==> config.mk <==
export PLATFORM = sky130hd
export DESIGN_NAME = scm_clock_ctrl
export DESIGN_NICKNAME = d
export VERILOG_FILES = /design/src/scm_pkg.sv /design/src/scm_clock_ctrl.sv
export SDC_FILE = /design/constraint.sdc
export NUM_CORES = 1
export LEC_CHECK = 0
export BUFFER_PORTS_ARGS = -buffer_cell sky130_fd_sc_hd__buf_2
export CAP_MARGIN = 10
export CORE_ASPECT_RATIO = 1.4
export CORE_MARGIN = 2
export CORE_UTILIZATION = 30
export DETAILED_ROUTE_END_ITERATION = 7
export GPL_ROUTABILITY_DRIVEN = 0
export PLACE_DENSITY = 0.46
export SYNTH_ARGS = -nofsm -noshare
export SYNTH_HDL_FRONTEND = slang
export SYNTH_SLANG_ARGS = --single-unit
export TNS_END_PERCENT = 1
==> constraint.sdc <==
create_clock -name clk -period 4.9 [get_ports clk]
set_clock_uncertainty 0.2 [all_clocks]
set_input_delay 1.225 -clock clk [delete_from_list [all_inputs] [get_ports clk]]
set_output_delay 1.225 -clock clk [all_outputs]
set_load 0.02 [all_outputs]
==> src/scm_pkg.sv <==
package scm_pkg;
   // Reference clock and documented frequency limits
   localparam int unsigned CLK_HZ = 40_000_000;
   localparam int unsigned RC_OSC_HZ = 8_000_000;
   localparam int unsigned EXT_MIN_HZ = 4_000_000;
   localparam int unsigned EXT_MAX_HZ = 16_000_000;
   localparam int unsigned AHB_MAX_HZ = 72_000_000;
   localparam int unsigned APB_FAST_MAX_HZ = 72_000_000;
   localparam int unsigned APB_SLOW_MAX_HZ = 36_000_000;
   localparam int unsigned USB_HZ = 48_000_000;

   // Silence on the external clock longer than this counts as failure
   localparam int unsigned MON_TIMEOUT_NS = 1000;
   localparam int unsigned MON_TIMEOUT_CYC =
      (MON_TIMEOUT_NS * (CLK_HZ / 1_000_000) + 999) / 1000;

   // Register offsets
   localparam int unsigned ADDR_W = 12;
   localparam logic [11:0] ADDR_CTRL = 12'h000;
   localparam logic [11:0] ADDR_CFG = 12'h004;
   localparam logic [11:0] ADDR_STAT = 12'h008;
   localparam logic [11:0] ADDR_IRQ_STAT = 12'h00c;
   localparam logic [11:0] ADDR_IRQ_MASK = 12'h010;

   // Clock source encodings, also the control register value
   typedef enum logic [1:0] {
      SRC_RC = 2'h0,
      SRC_EXT = 2'h1,
      SRC_PLL = 2'h2
   } scm_src_t;
   localparam scm_src_t CTRL_RST = SRC_RC;

   // Configuration register layout, top bit first
   typedef struct packed {
      logic usbEn;
      logic pllSrcExt;
      logic [2:0] apbSlowShift;
      logic [2:0] apbFastShift;
      logic [3:0] ahbShift;
   } scm_cfg_t;
   localparam int unsigned CFG_W = 12;
   localparam logic [11:0] CFG_RST = 12'h000;

   // Interrupt status and mask bit positions
   localparam int unsigned IRQ_W = 3;
   localparam int unsigned IRQ_CLK_FAIL = 0;
   localparam int unsigned IRQ_PLL_READY = 1;
   localparam int unsigned IRQ_PLL_FAIL = 2;
   localparam logic [2:0] IRQ_RST = 3'h0;

   // Status register bit positions
   localparam int unsigned STAT_SRC_LSB = 0;
   localparam int unsigned STAT_SWITCHING = 2;
   localparam int unsigned STAT_PLL_LOCKED = 3;
   localparam int unsigned STAT_USB_ON = 4;
endpackage

==> src/scm_clock_ctrl.sv <==
// The APB register port and the register addresses are this design's own decisions.
`timescale 1ns/10ps
module scm_clock_ctrl #(
   parameter int unsigned TIMEOUT_CYC = scm_pkg::MON_TIMEOUT_CYC
) (
   // Clock, reset, enable
   input wire logic clk,
   input wire logic srst,
   input wire logic ce,
   // APB slave
   input wire logic psel,
   input wire logic penable,
   input wire logic pwrite,
   input wire logic [11:0] paddr,
   input wire logic [31:0] pwdata,
   output logic [31:0] prdata,
   output logic pready,
   output logic pslverr,
   // Sampled oscillator levels
   input wire logic rcOscClk,
   input wire logic extFastOscClk,
   input wire logic pllClk,
   input wire logic pllLocked,
   // Derived clocks
   output logic sysClk,
   output logic ahbClk,
   output logic apbFastClk,
   output logic apbSlowClk,
   output logic usbClk,
   // Interrupt
   output logic irq
);

   typedef enum {SW_RUN, SW_STOP_OLD, SW_START_NEW} scm_sw_state_t;

   scm_pkg::scm_src_t ctrlSrc_r, curSrc_r;
   scm_pkg::scm_cfg_t cfg_r;
   scm_sw_state_t swState_r;
   logic gateOn_r, sysClk_r, extPrev_r, pllPrev_r, pllLockPrev_r, usbClk_r;
   logic [2:0] irqStat_r, irqMask_r, domClk_r, domPrev_r, srcLevel, irqEvt, irqClr;
   logic [31:0] prdata_r;
   logic [15:0] quietCnt_r, domCnt_r [3];
   logic [3:0] domShift [3];
   logic wrEn, setupRd, addrHit, extEdge, ctrlUsesExt, curUsesExt, monitorOn, failNow, usbOn;

   ////////////////////////////////////////////////////////////////////////////
   // APB access
   assign pready = ce;
   assign wrEn = psel && penable && pwrite && ce;
   assign setupRd = psel && !penable && ce;
   assign addrHit = (paddr == scm_pkg::ADDR_CTRL) || (paddr == scm_pkg::ADDR_CFG)
      || (paddr == scm_pkg::ADDR_STAT) || (paddr == scm_pkg::ADDR_IRQ_STAT)
      || (paddr == scm_pkg::ADDR_IRQ_MASK);
   assign pslverr = psel && penable && !addrHit;
   assign prdata = prdata_r;

   // Read data captured in setup so it comes from a flip-flop
   always_ff @(posedge clk)
   begin
      if (srst)
         prdata_r <= 32'h0;
      else if (setupRd)
      begin
         case (paddr)
            scm_pkg::ADDR_CTRL: prdata_r <= {30'h0, ctrlSrc_r};
            scm_pkg::ADDR_CFG: prdata_r <= {20'h0, cfg_r};
            scm_pkg::ADDR_STAT: prdata_r <= {27'h0, usbOn, pllLocked,
               (swState_r != SW_RUN), curSrc_r};
            scm_pkg::ADDR_IRQ_STAT: prdata_r <= {29'h0, irqStat_r};
            scm_pkg::ADDR_IRQ_MASK: prdata_r <= {29'h0, irqMask_r};
            default: prdata_r <= 32'h0;
         endcase
      end
   end

   ////////////////////////////////////////////////////////////////////////////
   // Control and configuration registers
   always_ff @(posedge clk)
   begin
      if (srst)
         ctrlSrc_r <= scm_pkg::CTRL_RST;
      else if (ce)
      begin
         if (failNow)
            ctrlSrc_r <= scm_pkg::SRC_RC;
         else if (wrEn && paddr == scm_pkg::ADDR_CTRL && pwdata[1:0] != 2'h3)
            ctrlSrc_r <= scm_pkg::scm_src_t'(pwdata[1:0]);
      end
   end

   always_ff @(posedge clk)
   begin
      if (srst)
         cfg_r <= scm_pkg::CFG_RST;
      else if (ce && wrEn && paddr == scm_pkg::ADDR_CFG)
         cfg_r <= pwdata[11:0];
   end

   ////////////////////////////////////////////////////////////////////////////
   // External oscillator supervision
   assign extEdge = extFastOscClk && !extPrev_r;
   assign ctrlUsesExt = (ctrlSrc_r == scm_pkg::SRC_EXT)
      || (ctrlSrc_r == scm_pkg::SRC_PLL && cfg_r.pllSrcExt);
   assign curUsesExt = (curSrc_r == scm_pkg::SRC_EXT)
      || (curSrc_r == scm_pkg::SRC_PLL && cfg_r.pllSrcExt);
   assign monitorOn = ctrlUsesExt || curUsesExt;
   assign failNow = monitorOn && !extEdge && (quietCnt_r == 16'(TIMEOUT_CYC - 1));

   always_ff @(posedge clk)
   begin
      if (srst)
      begin
         extPrev_r <= 1'b0;
         quietCnt_r <= 16'h0;
      end
      else if (ce)
      begin
         extPrev_r <= extFastOscClk;
         if (!monitorOn || extEdge || failNow)
            quietCnt_r <= 16'h0;
         else
            quietCnt_r <= quietCnt_r + 16'h1;
      end
   end

   ////////////////////////////////////////////////////////////////////////////
   // Glitch-free source switch
   assign srcLevel = {pllClk, extFastOscClk, rcOscClk};

   // Gate changes only while a source is low, except when a failed external source is cut
   always_ff @(posedge clk)
   begin
      if (srst)
      begin
         swState_r <= SW_RUN;
         curSrc_r <= scm_pkg::SRC_RC;
         gateOn_r <= 1'b1;
      end
      else if (ce)
      begin
         case (swState_r)
            SW_RUN:
               // Dead source cut at once; it may stick high
               if (failNow && curUsesExt)
               begin
                  gateOn_r <= 1'b0;
                  swState_r <= SW_START_NEW;
               end
               else if (ctrlSrc_r != curSrc_r)
                  swState_r <= SW_STOP_OLD;
            SW_STOP_OLD:
               if (!srcLevel[curSrc_r] || (failNow && curUsesExt))
               begin
                  gateOn_r <= 1'b0;
                  swState_r <= SW_START_NEW;
               end
            SW_START_NEW:
               if (!srcLevel[ctrlSrc_r])
               begin
                  curSrc_r <= ctrlSrc_r;
                  gateOn_r <= 1'b1;
                  swState_r <= SW_RUN;
               end
            default:
               swState_r <= SW_RUN;
         endcase
      end
   end

   always_ff @(posedge clk)
   begin
      if (srst)
         sysClk_r <= 1'b0;
      else if (ce)
         sysClk_r <= gateOn_r && srcLevel[curSrc_r];
   end
   assign sysClk = sysClk_r;

   ////////////////////////////////////////////////////////////////////////////
   // Bus prescalers: AHB from system clock, both APBs from AHB
   // Division ratio is 2^shift; frequency limits are left to software
   assign domShift[0] = cfg_r.ahbShift;
   assign domShift[1] = {1'b0, cfg_r.apbFastShift};
   assign domShift[2] = {1'b0, cfg_r.apbSlowShift};

   genvar d;
   generate
      for (d = 0; d < 3; d++)
      begin : g_dom
         logic srcClk;
         assign srcClk = (d == 0) ? sysClk_r : domClk_r[0];
         always_ff @(posedge clk)
         begin
            if (srst)
            begin
               domPrev_r[d] <= 1'b0;
               domCnt_r[d] <= 16'h0;
               domClk_r[d] <= 1'b0;
            end
            else if (ce)
            begin
               domPrev_r[d] <= srcClk;
               if (srcClk && !domPrev_r[d])
                  domCnt_r[d] <= domCnt_r[d] + 16'h1;
               if (domShift[d] == 4'h0)
                  domClk_r[d] <= srcClk;
               else
                  domClk_r[d] <= domCnt_r[d][domShift[d] - 4'h1];
            end
         end
      end
   endgenerate

   assign ahbClk = domClk_r[0];
   assign apbFastClk = domClk_r[1];
   assign apbSlowClk = domClk_r[2];

   ////////////////////////////////////////////////////////////////////////////
   // USB clock from the PLL, only with the external feed
   // PLL must run from the external oscillator
   assign usbOn = cfg_r.usbEn && cfg_r.pllSrcExt && pllLocked;

   always_ff @(posedge clk)
   begin
      if (srst)
      begin
         pllPrev_r <= 1'b0;
         usbClk_r <= 1'b0;
      end
      else if (ce)
      begin
         pllPrev_r <= pllClk;
         if (!usbOn)
            usbClk_r <= 1'b0;
         else if (pllClk && !pllPrev_r)
            usbClk_r <= !usbClk_r;
      end
   end
   assign usbClk = usbClk_r;

   ////////////////////////////////////////////////////////////////////////////
   // Interrupt status, write one to clear, set wins
   always_comb
   begin
      irqEvt = 3'h0;
      irqEvt[scm_pkg::IRQ_CLK_FAIL] = failNow;
      irqEvt[scm_pkg::IRQ_PLL_READY] = pllLocked && !pllLockPrev_r;
      irqEvt[scm_pkg::IRQ_PLL_FAIL] = failNow && cfg_r.pllSrcExt
         && (ctrlSrc_r == scm_pkg::SRC_PLL || curSrc_r == scm_pkg::SRC_PLL);
   end
   assign irqClr = (wrEn && paddr == scm_pkg::ADDR_IRQ_STAT) ? pwdata[2:0] : 3'h0;

   always_ff @(posedge clk)
   begin
      if (srst)
      begin
         irqStat_r <= scm_pkg::IRQ_RST;
         pllLockPrev_r <= 1'b0;
      end
      else if (ce)
      begin
         pllLockPrev_r <= pllLocked;
         irqStat_r <= (irqStat_r & ~irqClr) | irqEvt;
      end
   end

   always_ff @(posedge clk)
   begin
      if (srst)
         irqMask_r <= scm_pkg::IRQ_RST;
      else if (ce && wrEn && paddr == scm_pkg::ADDR_IRQ_MASK)
         irqMask_r <= pwdata[2:0];
   end

   // Only enabled causes reach the line
   assign irq = |(irqStat_r & irqMask_r);

   ////////////////////////////////////////////////////////////////////////////
   // Assertions
   reset_rc_a: assert property (@(posedge clk) srst |=>
      (curSrc_r == scm_pkg::SRC_RC && ctrlSrc_r == scm_pkg::SRC_RC && gateOn_r))
      else $error("Clock source not RC after reset");
   ext_watched_a: assert property (@(posedge clk) disable iff (srst)
      (curSrc_r == scm_pkg::SRC_EXT) |-> monitorOn && quietCnt_r < 16'(TIMEOUT_CYC))
      else $error("External clock in use but unsupervised");
   fallback_rc_a: assert property (@(posedge clk) disable iff (srst)
      (ce && failNow) |=> ctrlSrc_r == scm_pkg::SRC_RC)
      else $error("No fallback to RC after failure");
   fail_irq_a: assert property (@(posedge clk) disable iff (srst)
      (ce && failNow && irqMask_r[scm_pkg::IRQ_CLK_FAIL]) |=> irq)
      else $error("Enabled failure gave no interrupt");
   masked_quiet_a: assert property (@(posedge clk) disable iff (srst)
      (irqMask_r == 3'h0) |-> !irq)
      else $error("Interrupt raised while all masked");
   pll_ready_a: assert property (@(posedge clk) disable iff (srst)
      (ce && $rose(pllLocked) && pllLockPrev_r == 1'b0) |=> irqStat_r[scm_pkg::IRQ_PLL_READY])
      else $error("PLL lock not flagged");
   ahb_pass_a: assert property (@(posedge clk) disable iff (srst)
      (ce && cfg_r.ahbShift == 4'h0) |=> ahbClk == $past(sysClk_r))
      else $error("Undivided AHB clock does not follow system clock");
   usb_gate_a: assert property (@(posedge clk) disable iff (srst)
      (ce && !cfg_r.pllSrcExt) |=> !usbClk)
      else $error("USB clock runs without external PLL feed");
   sticky_fail_a: assert property (@(posedge clk) disable iff (srst)
      (irqStat_r[scm_pkg::IRQ_CLK_FAIL] && !irqClr[scm_pkg::IRQ_CLK_FAIL])
      |=> irqStat_r[scm_pkg::IRQ_CLK_FAIL])
      else $error("Failure flag lost without clear");
   gate_low_a: assert property (@(posedge clk) disable iff (srst)
      ($rose(gateOn_r) || ($fell(gateOn_r) && !$past(failNow))) |-> !sysClk_r)
      else $error("System clock gated while high");
   dead_cut_a: assert property (@(posedge clk) disable iff (srst)
      (ce && failNow && curUsesExt && swState_r != SW_START_NEW) |=> !gateOn_r)
      else $error("Failed external source still gated on");
   fallback_c: cover property (@(posedge clk) disable iff (srst)
      failNow ##[1:20] (curSrc_r == scm_pkg::SRC_RC && swState_r == SW_RUN));
   switch_ext_c: cover property (@(posedge clk) disable iff (srst)
      (swState_r == SW_START_NEW) ##1 (curSrc_r == scm_pkg::SRC_EXT));
   pll_ready_c: cover property (@(posedge clk) disable iff (srst)
      $rose(irqStat_r[scm_pkg::IRQ_PLL_READY]));
endmodule

* Yosys cells after proc, flatten, opt, wreduce, memory -nomap -nowiden
Memory sizes are Yosys's and may differ from the RTL's.
Index checks and enable logic that the tools add are counted.
** Storage, ports and cells
- Bits of input ports :: 54
- Output and inout bits :: 40
- Logic and storage cells :: 167
- Memories kept :: 1
- Register bits :: 113
- Bits in writable memories :: 48
** Memory list
- domCnt_r :: words 3, bits a word 16, rd ports 3, clocked after memory_dff 0, wr ports 3, RTL line scm_clock_ctrl.sv:42 : logic [15:0] quietCnt_r, domCnt_r [3];
** Cells by class
- Bitwise operators :: 8
- Mux-type cells :: 42
- Magnitude comparators :: 5
- Add/subtract/negate cells :: 7
- Reductions and logical operators :: 63
- Equality and inequality tests :: 18
** Operators by type and width (count)
- 32-bit two-way mux :: 4
- 32-bit one-hot mux with 3 select lines :: 1
- 16-bit by 1-bit adder with 16-bit output (second input constant) :: 4
- 16-bit two-way mux :: 4
- 12-bit one-hot mux with 5 select lines :: 1
- 32-bit by 1-bit == test with 1-bit output (second input constant) :: 1
- 32-bit by 2-bit == test with 1-bit output (second input constant) :: 1
- 32-bit zero test :: 1
- 32-bit nonzero test :: 1
- 1-bit logical AND :: 27
- 12-bit by 4-bit == test with 1-bit output (second input constant) :: 2
- 1-bit two-way mux :: 23
- 16-bit by 6-bit == test with 1-bit output (second input constant) :: 1
- 4-bit by 5-bit < comparator with 1-bit output (second input constant) :: 3
- 1-bit binary-select mux with 4-bit select :: 3
- 12-bit by 3-bit == test with 1-bit output (second input constant) :: 1
- 12-bit by 5-bit == test with 1-bit output (second input constant) :: 1
- 12-bit zero test :: 1
- 4-bit zero test :: 3
- 1-bit zero test :: 11
- 1-bit logical OR :: 11
- 2-bit != test (second input constant) :: 4
- 3-bit by 1-bit subtractor with 4-bit output (second input constant) :: 2
- 3-bit AND :: 2
- other kinds (22) :: 30

* Longest topological paths before layout
Gate-level depths: netlist of run 1.
- Depth in word-level cells :: 10
- Gate-level depth with buffers :: 8
- Depth with buffers taken out :: 7

* Least setup slack after synthesis of run 1
OpenSTA, ideal clock, no wires.
- Kind :: input to register
- Start :: input port ce
- End :: memory domCnt_r[1][0] in the netlist's numbering, enable pin
- Stages :: 3
- Path buffers :: 1
- Slack :: 0.472 ns
- Library setup time :: 0.466 ns
- Data required time :: 4.234 ns
- Data arrival time :: 3.763 ns
- Cell sequence :: buf_2 > nand2_1 > o21ai_0
** RTL lines
- start: declaration :: RTL line scm_clock_ctrl.sv:9 : input wire logic ce,
- end: declaration :: RTL line scm_clock_ctrl.sv:42

* Worst setup path in the final report of run 1
- Start :: input port paddr[1]
- End :: output port pslverr
** On the way
- Word-level cells in the longest chain between the ends :: 7
- Elaborated cells on any way between the ends :: 11
- Those cells by class :: eq/ne (4); reduce/logical (7)
** Ends and longest elaborated chain
- start: declaration :: RTL line scm_clock_ctrl.sv:14 : input wire logic [11:0] paddr,
- 12-bit by 3-bit == test with 1-bit output or 12-bit zero test (tied branches) :: RTL line scm_clock_ctrl.sv:51 : assign addrHit = (paddr == scm_pkg::ADDR_CTRL) || (paddr == scm_pkg::ADDR_CFG)
- 1-bit logical OR :: RTL line scm_clock_ctrl.sv:51
- 1-bit logical OR (2 in series) :: RTL line scm_clock_ctrl.sv:52 : || (paddr == scm_pkg::ADDR_STAT) || (paddr == scm_pkg::ADDR_IRQ_STAT)
- 1-bit logical OR (*) :: RTL line scm_clock_ctrl.sv:53 : || (paddr == scm_pkg::ADDR_IRQ_MASK);
- 1-bit zero test (*) :: RTL line scm_clock_ctrl.sv:54 : assign pslverr = psel && penable && !addrHit;
- 1-bit logical AND (*) :: RTL line scm_clock_ctrl.sv:54
- end: declaration :: RTL line scm_clock_ctrl.sv:18 : output logic pslverr,
Every way passes the cells marked *; elsewhere a longest branch is shown, timed or not.

==> results of run 1 <==
[power by group through the flow]
stage	sequential, mW	combinational, mW	clock (mW)
after floorplan	1.04	0.0997	0
after global placement	1.04	0.131	0
after detailed placement	1.04	0.133	0
after CTS	1.02	0.133	0.739
after global routing	1.02	0.146	0.766
final	1.02	0.132	0.718
[state kept, by name, summed over array words and instances (netlist names), 2 cells and up]
| name | count |
|---|---|
| prdata | 12 |
| irqStat_r | 3 |
| domPrev_r | 2 |
| quietCnt_r | 16 |
| swState_r | 2 |
| curSrc_r | 2 |
| irqMask_r | 3 |
| domCnt_r | 48 |
| cfg_r | 12 |
| ctrlSrc_r | 2 |
[how the worst min path moves through the flow]
stage                              startpoint                         to  slack (ns)  cells after the start
floorplan           domPrev_r[0]$_SDFFE_PP0P_  domPrev_r[0]$_SDFFE_PP0P_        0.25                      2
CTS                    prdata[4]$_SDFFE_PP0P_     prdata[4]$_SDFFE_PP0P_        0.28                      2
detailed placement     prdata[4]$_SDFFE_PP0P_     prdata[4]$_SDFFE_PP0P_        0.26                      2
global placement       prdata[4]$_SDFFE_PP0P_     prdata[4]$_SDFFE_PP0P_        0.25                      2
global route           prdata[4]$_SDFFE_PP0P_     prdata[4]$_SDFFE_PP0P_        0.30                      2
finish                 prdata[4]$_SDFFE_PP0P_     prdata[4]$_SDFFE_PP0P_        0.28                      2
[Yosys cell counts, types with 2 or more instances]
cell	n
mux2i_1	27
nand2b_1	2
edfxtp_1	48
or4b_2	2
o21ai_0	16
ha_1	13
and3_1	6
nor3_1	19
nand2_1	34
a21oi_1	25
nand4_1	16
a41o_1	2
and4_1	4
o311a_1	2
buf_4	21
and4_2	2
xnor2_1	28
clkbuf_1	17
nor2_1	106
inv_1	20
nor4_4	2
xor2_1	22
or3_1	16
a221oi_1	3
o21a_1	4
a22oi_1	8
nor3b_1	3
nand3_1	23
o21ai_1	4
nor2b_1	9
dfxtp_1	63
or2_2	2
mux4_2	12
nand3b_1	3
a21boi_0	2
a211oi_1	2
nor3_2	2
buf_2	5
o2111ai_1	3
[critical path, stage by stage]
cell and delay [ns]:
buf_2 0.09, nor3_1 0.37, nand3_1 0.15, nor2b_1 0.30, nor3_1 0.09, buf_2 0.17
[layout make-up]
class,count,area (um2)
clock buffers,10,229
clock inverters,6,46.3
fillers,2057,13200
inverters,20,75.1
multi-input cells,469,3170
flip-flops and latches,111,2700
well taps,252,315
repair buffers,58,303
[cell families (layout without fill, tap and decap cells)]
group | count (synthesis) | after routing | share of synthesized area, %
AO/OA/AOI/OAI | 83 | 83 | 9.42
multiplexers | 40 | 40 | 8.99
buffers and inverters | 65 | 94 | 5.49
other | 1 | 20 | 0.0611
XOR/XNOR | 50 | 50 | 7.14
flip-flops | 111 | 111 | 44.0
AND/OR/NAND/NOR | 263 | 263 | 22.2
adder cells (fa/ha/maj) | 13 | 13 | 2.65
[routing by layer]
metal / up-vias / wire length, um / global-route usage (%)
met5: - / 13 / 0
met4: 2 / 292 / 5.88
met3: 19 / 474 / 2.04
met2: 64 / 7120 / 22.7
met1: 2232 / 6280 / 16.5
li1: 2287 / - / -
[metrics by stage]
stage,setup slack [ns],cell area (um2)
2_1_floorplan,0.472,6210
3_3_place_gp,1.16,6570
3_5_place_dp,1.11,6570
4_1_cts,1.11,6840
5_1_grt,0.967,6840
6_report,1.07,6840
==> flow_metrics.py, run 1 <==
metrics = {
    "placed_design": {
        "dp.cells": 910,
        "dp.final_hpwl_mm": 10.2,
        "port_buffers": 53,
    },
    "synth": {
        "yosysSeqAreaShare_pct": 44.0,
        "synth_seq_cells": 111,
        "synth_ff_type": "dfxtp_1",
        "yosys_warnings": 0,
        "synth_area_leaders": "edfxtp_1 (23%), dfxtp_1 (21%), nor2_1 (6.5%)",
        "async_flop_share_pct": 0,
        "synth_top_area_share_pct": 23.5,
        "avgSynthCellArea_um2": 9.80,
        "yosysTopAreaCell": "edfxtp_1",
        "synth-edff-count": 48,
        "synth_area_um2": 6140,
        "synthesis.instances": 626,
        "yosys.cell_types.count": 67,
    },
    "pwr": {
        "power_density_nw_per_um2": 273,
        "pwr-share-clk_pct": 38.4,
        "comb_power_share_pct": 7.0,
        "power_leakage_nw": 2.39,
        "peakVddDrop_v": 0.000236,
        "netSwitchingFraction_pct": 25.8,
        "intPower_mw": 1.39,
        "p_switching_mw": 0.482,
        "seqPwrFrac_pct": 54.5,
        "power_mw": 1.87,
    },
    "cts": {
        "clkSinkCount": 111,
        "htreeDepth": 3,
        "ctsResizeCount": 0,
        "clk_path_buf_depth": 2,
        "numCtsBuffers": 9,
        "root_buffer": "clkbuf_16",
        "clk_pin_slew_ns": 0.08,
        "post_cts_buffers": 0,
        "cts_tree": "built",
        "hold_buffers": 0,
        "clock_latency_ns": 0.36,
    },
    "layout": {
        "final_util_pct": 34.2,
        "layout_common_cells": "nor2_1 (106), dfxtp_1 (63), buf_2 (53)",
        "layout_commonest_cell": "nor2_1",
        "synthToLayoutAreaGrowth_pct": 11.5,
        "post_route_cells_drive_above_1_share_pct": 16.0,
        "nNetsFinal": 736,
        "fin_cells": 926,
        "antenna_cells": 0,
    },
    "timing": {
        "tightest_slew_ns": 1.08,
        "final_max_slew_viol_count": 0,
        "fmax_mhz": 261,
        "grt_setup_unrepaired": "false",
        "slew_headroom_pct": 27.8,
        "holdWs_ns": 0.276,
        "period_needed_ns": 3.83,
        "setup_viol": 0,
        "tns_ns": 0,
        "final_hold_viol_count": 0,
        "period_share_pct": 78.2,
    },
    "routing": {
        "post_drt_wl_per_cell_um": 15.3,
        "ant_nets": 0,
        "drt_iter0_drc": 334,
        "vias_per_cell": 4.97,
        "drc": 0,
        "routed_wl_mm": 14.2,
        "vias": 4604,
        "drt_pass1_iterations": 5,
    },
    "global_route": {
        "grt_pass1_vias": 4536,
        "grt.overflow.total": 0,
        "antenna_found_initial": 1,
        "grt_pass1_wl_mm": 23.2,
        "grt.total_usage_pct": 13.3,
        "grt_max_degree": 33,
    },
    "floorplan": {
        "core_um2": 20000,
        "die_area_um2": 21600,
        "start_util_pct": 30.7,
        "row_count": 61,
        "die_w_um": 125,
        "die_h_um": 173,
        "io_pins": 94,
    },
    "job": {
        "maxCapViolCount": 0,
    },
    "worst_hold_path": {
        "hp-class": "flop to flop",
    },
    "setup_path": {
        "reg2reg_slack_ns": 2.38,
        "worst-r2r-cell-count": 6,
        "cp-endpoint": "pslverr",
        "r2r_start": "cfg_r[0]$_SDFFE_PP0P_",
        "crit_type": "input pin to output port",
        "start_kind": "input pin",
        "critPathArrivalTime_ns": 2.41,
        "rr_endpoint": "ahbClk$_SDFFE_PP0P_",
        "critPathCaptureType": "output port",
        "startpoint": "paddr[1]",
        "worst-path-max-fanout": 4,
        "crit_required_ns": 3.47,
    },
    "outcome": {
        "status": "finished, final reports clean",
    },
}
(Power assumes the default switching activity.)
==> run 2, diff against run 1 <==
- clock period: 4.9 -> 3.8 ns (I/O delays scaled with it)
==> flow_metrics.py, run 2 (synthesis gave the netlist of run 1 again) <==
metrics = {
    "outcome": {
        "status": "finished, final reports clean",
    },
    "routing": {
        "drt_pass1_iterations": 4,
        "ant_nets": 0,
        "drc": 0,
        "routed_wl_mm": 14.4,
        "drt_iter0_drc": 267,
        "vias": 4668,
        "vias_per_cell": 5.02,
        "post_drt_wl_per_cell_um": 15.5,
    },
    "timing": {
        "fmax_mhz": 308,
        "final_max_slew_viol_count": 0,
        "period_needed_ns": 3.25,
        "slew_headroom_pct": 46.6,
        "tightest_slew_ns": 0.796,
        "setup_viol": 0,
        "grt_setup_unrepaired": "false",
        "tns_ns": 0,
        "final_hold_viol_count": 0,
        "period_share_pct": 85.5,
    },
    "pwr": {
        "comb_power_share_pct": 7.2,
        "power_mw": 2.41,
        "pwr-share-clk_pct": 38.2,
        "power_density_nw_per_um2": 350,
        "intPower_mw": 1.82,
        "p_switching_mw": 0.584,
        "netSwitchingFraction_pct": 24.3,
        "power_leakage_nw": 2.42,
        "peakVddDrop_v": 0.000193,
        "seqPwrFrac_pct": 54.6,
    },
    "cts": {
        "root_buffer": "clkbuf_16",
        "clock_latency_ns": 0.35,
        "hold_buffers": 0,
        "numCtsBuffers": 9,
        "clk_pin_slew_ns": 0.07,
        "htreeDepth": 3,
        "ctsResizeCount": 0,
        "cts_tree": "built",
        "clk_path_buf_depth": 2,
        "post_cts_buffers": 0,
        "clkSinkCount": 111,
    },
    "placed_design": {
        "port_buffers": 53,
        "dp.final_hpwl_mm": 10.4,
        "dpl_cell_area_um2": 6600,
        "dp.cells": 913,
    },
    "global_route": {
        "antenna_found_initial": 0,
        "grt.total_usage_pct": 13.6,
        "grt_max_degree": 33,
        "grt_pass1_wl_mm": 23.8,
        "grt_pass1_vias": 4720,
        "grt.overflow.total": 0,
    },
    "floorplan": {
        "core_um2": 20000,
        "die_h_um": 173,
        "die_area_um2": 21600,
        "die_w_um": 125,
        "row_count": 61,
        "io_pins": 94,
        "start_util_pct": 30.7,
    },
    "setup_path": {
        "crit_required_ns": 2.65,
        "crit_type": "input pin to output port",
        "cp_top_family": "simple AND/OR/NAND/NOR gates",
        "crit_buf_inv": 2,
        "worst-r2r-cell-count": 6,
        "worst-path-max-fanout": 4,
        "r2r_start": "cfg_r[0]$_SDFFE_PP0P_",
        "rr_endpoint": "ahbClk$_SDFFE_PP0P_",
        "path_cells": "buf_2 > nor3_1 > nand3_1 > nor2b_1 > nor3_1 > buf_2",
        "critical-path-slowest-cell": "nor3_1",
        "reg2reg_slack_ns": 1.26,
        "critPathCaptureType": "output port",
        "critPathArrivalTime_ns": 2.10,
        "max_stage_delay_ns": 0.36,
        "start_kind": "input pin",
    },
    "job": {
        "maxCapViolCount": 0,
    },
    "layout": {
        "nNetsFinal": 739,
        "post_route_cells_drive_above_1_share_pct": 16.2,
        "antenna_cells": 0,
        "layout_common_cells": "nor2_1 (106), dfxtp_1 (63), buf_2 (53)",
        "regArea_um2": 2700,
        "top_regs": "domCnt_r: 48 flops, quietCnt_r: 16 flops",
        "final_area_um2": 6880,
        "largest_reg_flops": 48,
        "regMostFlops": "domCnt_r",
        "final_util_pct": 34.4,
        "num-fill-cells": 2076,
        "fin_cells": 929,
        "multi_input_area_um2": 3170,
        "layout_commonest_cell": "nor2_1",
        "synthToLayoutAreaGrowth_pct": 12.1,
    },
    "worst_hold_path": {
        "hold_end": "domPrev_r[0]$_SDFFE_PP0P_",
        "hp-class": "flop to flop",
        "worstHoldStart": "domPrev_r[0]$_SDFFE_PP0P_",
        "hold_depth": 2,
    },
}
[run 2: cell types whose count changed in the layout (fill, tap and decap cells not counted)]
| cell | previous run | this run |
|---|---|---|
| buf_12 | 0 | 1 |
| clkinvlp_4 | 2 | 0 |
| clkbuf_16 | 9 | 10 |
| clkinv_4 | 2 | 0 |
| buf_4 | 5 | 7 |
| clkinvlp_2 | 1 | 0 |
| inv_6 | 1 | 0 |
| clkinv_2 | 0 | 4 |
| clkbuf_1 | 1 | 2 |
[run 2: power by group through the flow]
stage                     Combinational, mW  Clock [mW]  Sequential [mW]
final                                 0.173       0.919             1.31
after global routing                  0.191       0.997             1.32
after CTS                             0.174       0.952             1.31
after detailed placement              0.174           0             1.34
after global placement                0.170           0             1.34
after floorplan                       0.129           0             1.34
[run 2: area by class of cell]
type	instances	area share, %
clock buffer	12	3.75
clock inverter	4	0.291
inverter	20	1.09
multi-input combinational	469	46.1
sequential	111	39.3
tap	252	4.58
timing repair buffer	61	4.91
[run 2: per-layer routing]
layer	global-route usage, %	vias to the layer above	routed length [um]
li1	-	2290	-
met1	16.5	2277	6300
met3	2.72	20	617
met5	0	-	0
met2	23.7	81	7220
met4	5.00	0	276
[run 2: how the worst max path moves through the flow]
stage	cells after the start	endpoint	from	slack [ns]
global placement	6	pslverr	paddr[1]	0.61
global route	6	pslverr	paddr[1]	0.40
finish	6	pslverr	paddr[1]	0.55
CTS	6	pslverr	paddr[1]	0.57
detailed placement	6	pslverr	paddr[1]	0.58
floorplan	3	domCnt_r[1][0]$_SDFFCE_PN0P_	ce	0.51
[run 2: per-stage QoR]
step / setup slack (ns) / hold WS [ns]
3_3_place_gp: 0.608 / 0.246
6_report: 0.549 / 0.280
4_1_cts: 0.572 / 0.283
3_5_place_dp: 0.580 / 0.273
2_1_floorplan: 0.511 / 0.251
5_1_grt: 0.404 / 0.302
[run 2: worst register-to-register path: stages (launching register included)]
cell	delay (ns)
dfxtp_1	0.59
inv_1	0.13
ha_1	0.42
mux4_2	0.52
mux2_2	0.28
o211ai_1	0.17
a311oi_1	0.11
==> run 3, diff against run 2 <==
- ABC_AREA: unset -> 1
- PLACE_DENSITY: 0.46 -> 0.45
==> flow_metrics.py, run 3 <==
metrics = {
    "outcome": {
        "status": "finished, final reports clean",
    },
    "timing": {
        "period_share_pct": 84.7,
        "final_hold_viol_count": 0,
        "fin_ws_ns": 0.583,
        "final_max_slew_viol_count": 0,
        "slew_headroom_pct": 50.8,
        "period_needed_ns": 3.22,
        "tns_ns": 0,
        "grt_setup_unrepaired": "false",
        "fmax_mhz": 311,
        "tightest_slew_ns": 0.733,
        "setup_viol": 0,
    },
    "routing": {
        "post_drt_wl_per_cell_um": 14.2,
        "vias": 5522,
        "met2_length_mm": 8.54,
        "drt_pass1_iterations": 4,
        "routed_wl_mm": 16.5,
        "ant_nets": 0,
        "drt_iter0_drc": 169,
        "drc": 0,
        "wl_met1_mm": 7.35,
        "wl_met3_um": 393,
        "vias_per_cell": 4.77,
        "dr.max_layer_used": "met4",
    },
    "cts": {
        "numCtsBuffers": 9,
        "post_cts_buffers": 0,
        "clock_latency_ns": 0.36,
        "clk_pin_slew_ns": 0.07,
        "hold_buffers": 0,
        "cts_tree": "built",
        "ctsResizeCount": 0,
        "clkSinkCount": 111,
        "root_buffer": "clkbuf_16",
        "htreeDepth": 3,
        "clk_path_buf_depth": 2,
    },
    "synth": {
        "yosys-mux-area-fraction_pct": 0,
        "yosys_warnings": 0,
        "synth_area_leaders": "edfxtp_1 (22%), dfxtp_1 (19%), nand2_1 (7.2%)",
        "synth_area_um2": 6540,
        "synthesis.instances": 844,
        "yosysTopAreaCell": "edfxtp_1",
        "synth_most_common_cell": "nand2_1",
        "synth-xor-area-share_pct": 1.47,
        "async_flop_share_pct": 0,
        "synth_seq_cells": 111,
        "ys_top_cells_by_count": "nand2_1 (125), inv_1 (100), a21oi_1 (86)",
        "synth_ff_type": "dfxtp_1",
        "synth_top_area_share_pct": 22.1,
        "synth_compound_area_share_pct": 16.2,
        "avgSynthCellArea_um2": 7.74,
        "synthSimpleGateAreaFrac_pct": 27.7,
        "synth-edff-count": 48,
        "yosys.area_share.adder_pct": 2.49,
        "yosysSeqAreaShare_pct": 41.3,
        "yosys.cell_types.count": 51,
        "synth_top_family_by_area": "simple AND/OR/NAND/NOR gates",
    },
    "layout": {
        "layout_common_cells": "nand2_1 (125), inv_1 (100), a21oi_1 (86)",
        "final_util_pct": 34.2,
        "post_route_cells_drive_above_1_share_pct": 16.4,
        "synthToLayoutAreaGrowth_pct": 11.5,
        "antenna_cells": 0,
        "regMostFlops": "domCnt_r",
        "final_area_um2": 7290,
        "top_regs": "domCnt_r: 48 flops, quietCnt_r: 16 flops",
        "nNetsFinal": 960,
        "fin_cells": 1158,
        "largest_reg_flops": 48,
        "num-fill-cells": 2286,
        "layout_commonest_cell": "nand2_1",
    },
    "worst_hold_path": {
        "hp-class": "flop to flop",
        "hold_depth": 2,
    },
    "setup_path": {
        "worst-r2r-cell-count": 10,
        "crit_required_ns": 2.65,
        "worst-path-max-fanout": 5,
        "critPathArrivalTime_ns": 2.07,
        "start_kind": "input pin",
        "reg2reg_slack_ns": 1.48,
        "crit_type": "input pin to output port",
        "critPathCaptureType": "output port",
    },
    "job": {
        "maxCapViolCount": 0,
    },
    "floorplan": {
        "die_h_um": 179,
        "io_pins": 94,
        "core_um2": 21300,
        "die_area_um2": 23000,
        "die_w_um": 129,
        "start_util_pct": 30.7,
        "row_count": 63,
    },
    "placed_design": {
        "pre_cts_ws_ns": 0.570,
        "port_buffers": 53,
        "dp.cells": 1142,
        "dp.final_hpwl_mm": 12.4,
        "dpl_cell_area_um2": 6990,
    },
    "global_route": {
        "grt_pass1_vias": 5610,
        "grt_pass1_wl_mm": 27.4,
        "antenna_found_initial": 0,
        "grt_max_degree": 34,
        "grt.total_usage_pct": 14.9,
        "grt.overflow.total": 0,
    },
    "pwr": {
        "peakVddDrop_v": 0.000230,
        "power_density_nw_per_um2": 365,
        "power_leakage_nw": 2.75,
    },
}
run 3: changes by cell type after synthesis, sizes merged, moves of 14 or more:
cell,change
o21ai,+50
nor2,-19
nand2,+102
inv,+89
xnor2,-25
nand3,+36
or3,-16
mux2i,-27
xor2,-14
a21oi,+64
nor3,+19
run 3: power by group:
| part | internal, mW | total, mW | switching [mW] |
|---|---|---|---|
| clock | 0.521 | 1.00 | 0.484 |
| sequential | 1.29 | 1.34 | 0.0462 |
| combinational | 0.101 | 0.312 | 0.211 |
run 3: metrics by stage:
step / power, mW / hold WS (ns)
6_report: 2.66 / 0.261
5_1_grt: 2.79 / 0.287
4_1_cts: 2.70 / 0.264
3_5_place_dp: 1.69 / 0.248
3_3_place_gp: 1.69 / 0.247
2_1_floorplan: 1.60 / 0.229
run 3: cell families (layout without fill, tap and decap cells):
group | after synthesis | after routing
buffers and inverters | 154 | 189
adders and majority gates | 13 | 13
DFF | 111 | 111
xor gates and xnor gates | 11 | 11
other | 1 | 20
AOI/OAI and AO/OA | 193 | 193
and+or+nand+nor | 361 | 361
run 3: critical path, stage by stage:
cell and delay (ns):
buf_2 0.10, nor2_2 0.16, nand2_1 0.12, nor3_2 0.24
nand2_1 0.17, nand3_1 0.12, nor3_1 0.06, buf_2 0.15
run 3: worst paths after layout:
path | startpoint | end
max | paddr[1] | pslverr
min reg2reg | pllLockPrev_r$_SDFFE_PP0P_ | pllLockPrev_r$_SDFFE_PP0P_
min | pllLockPrev_r$_SDFFE_PP0P_ | pllLockPrev_r$_SDFFE_PP0P_
max reg2reg | cfg_r[0]$_SDFFE_PP0P_ | ahbClk$_SDFFE_PP0P_
run 3: routing by layer:
layer,vias up,GRT usage [%]
li1,2921,-
met5,-,0
met2,58,27.3
met4,0,4.98
met1,2531,17.9
met3,12,1.73
run 3: final cells by class:
class	count	area, um2	area share, %
clock buffers	9	225	3.09
clock inverters	7	76.3	1.05
inverters	111	417	5.72
multi-input cells	598	3210	44.0
flip-flops and latches	111	2700	37.1
well taps	260	325	4.46
repair buffers	62	333	4.57
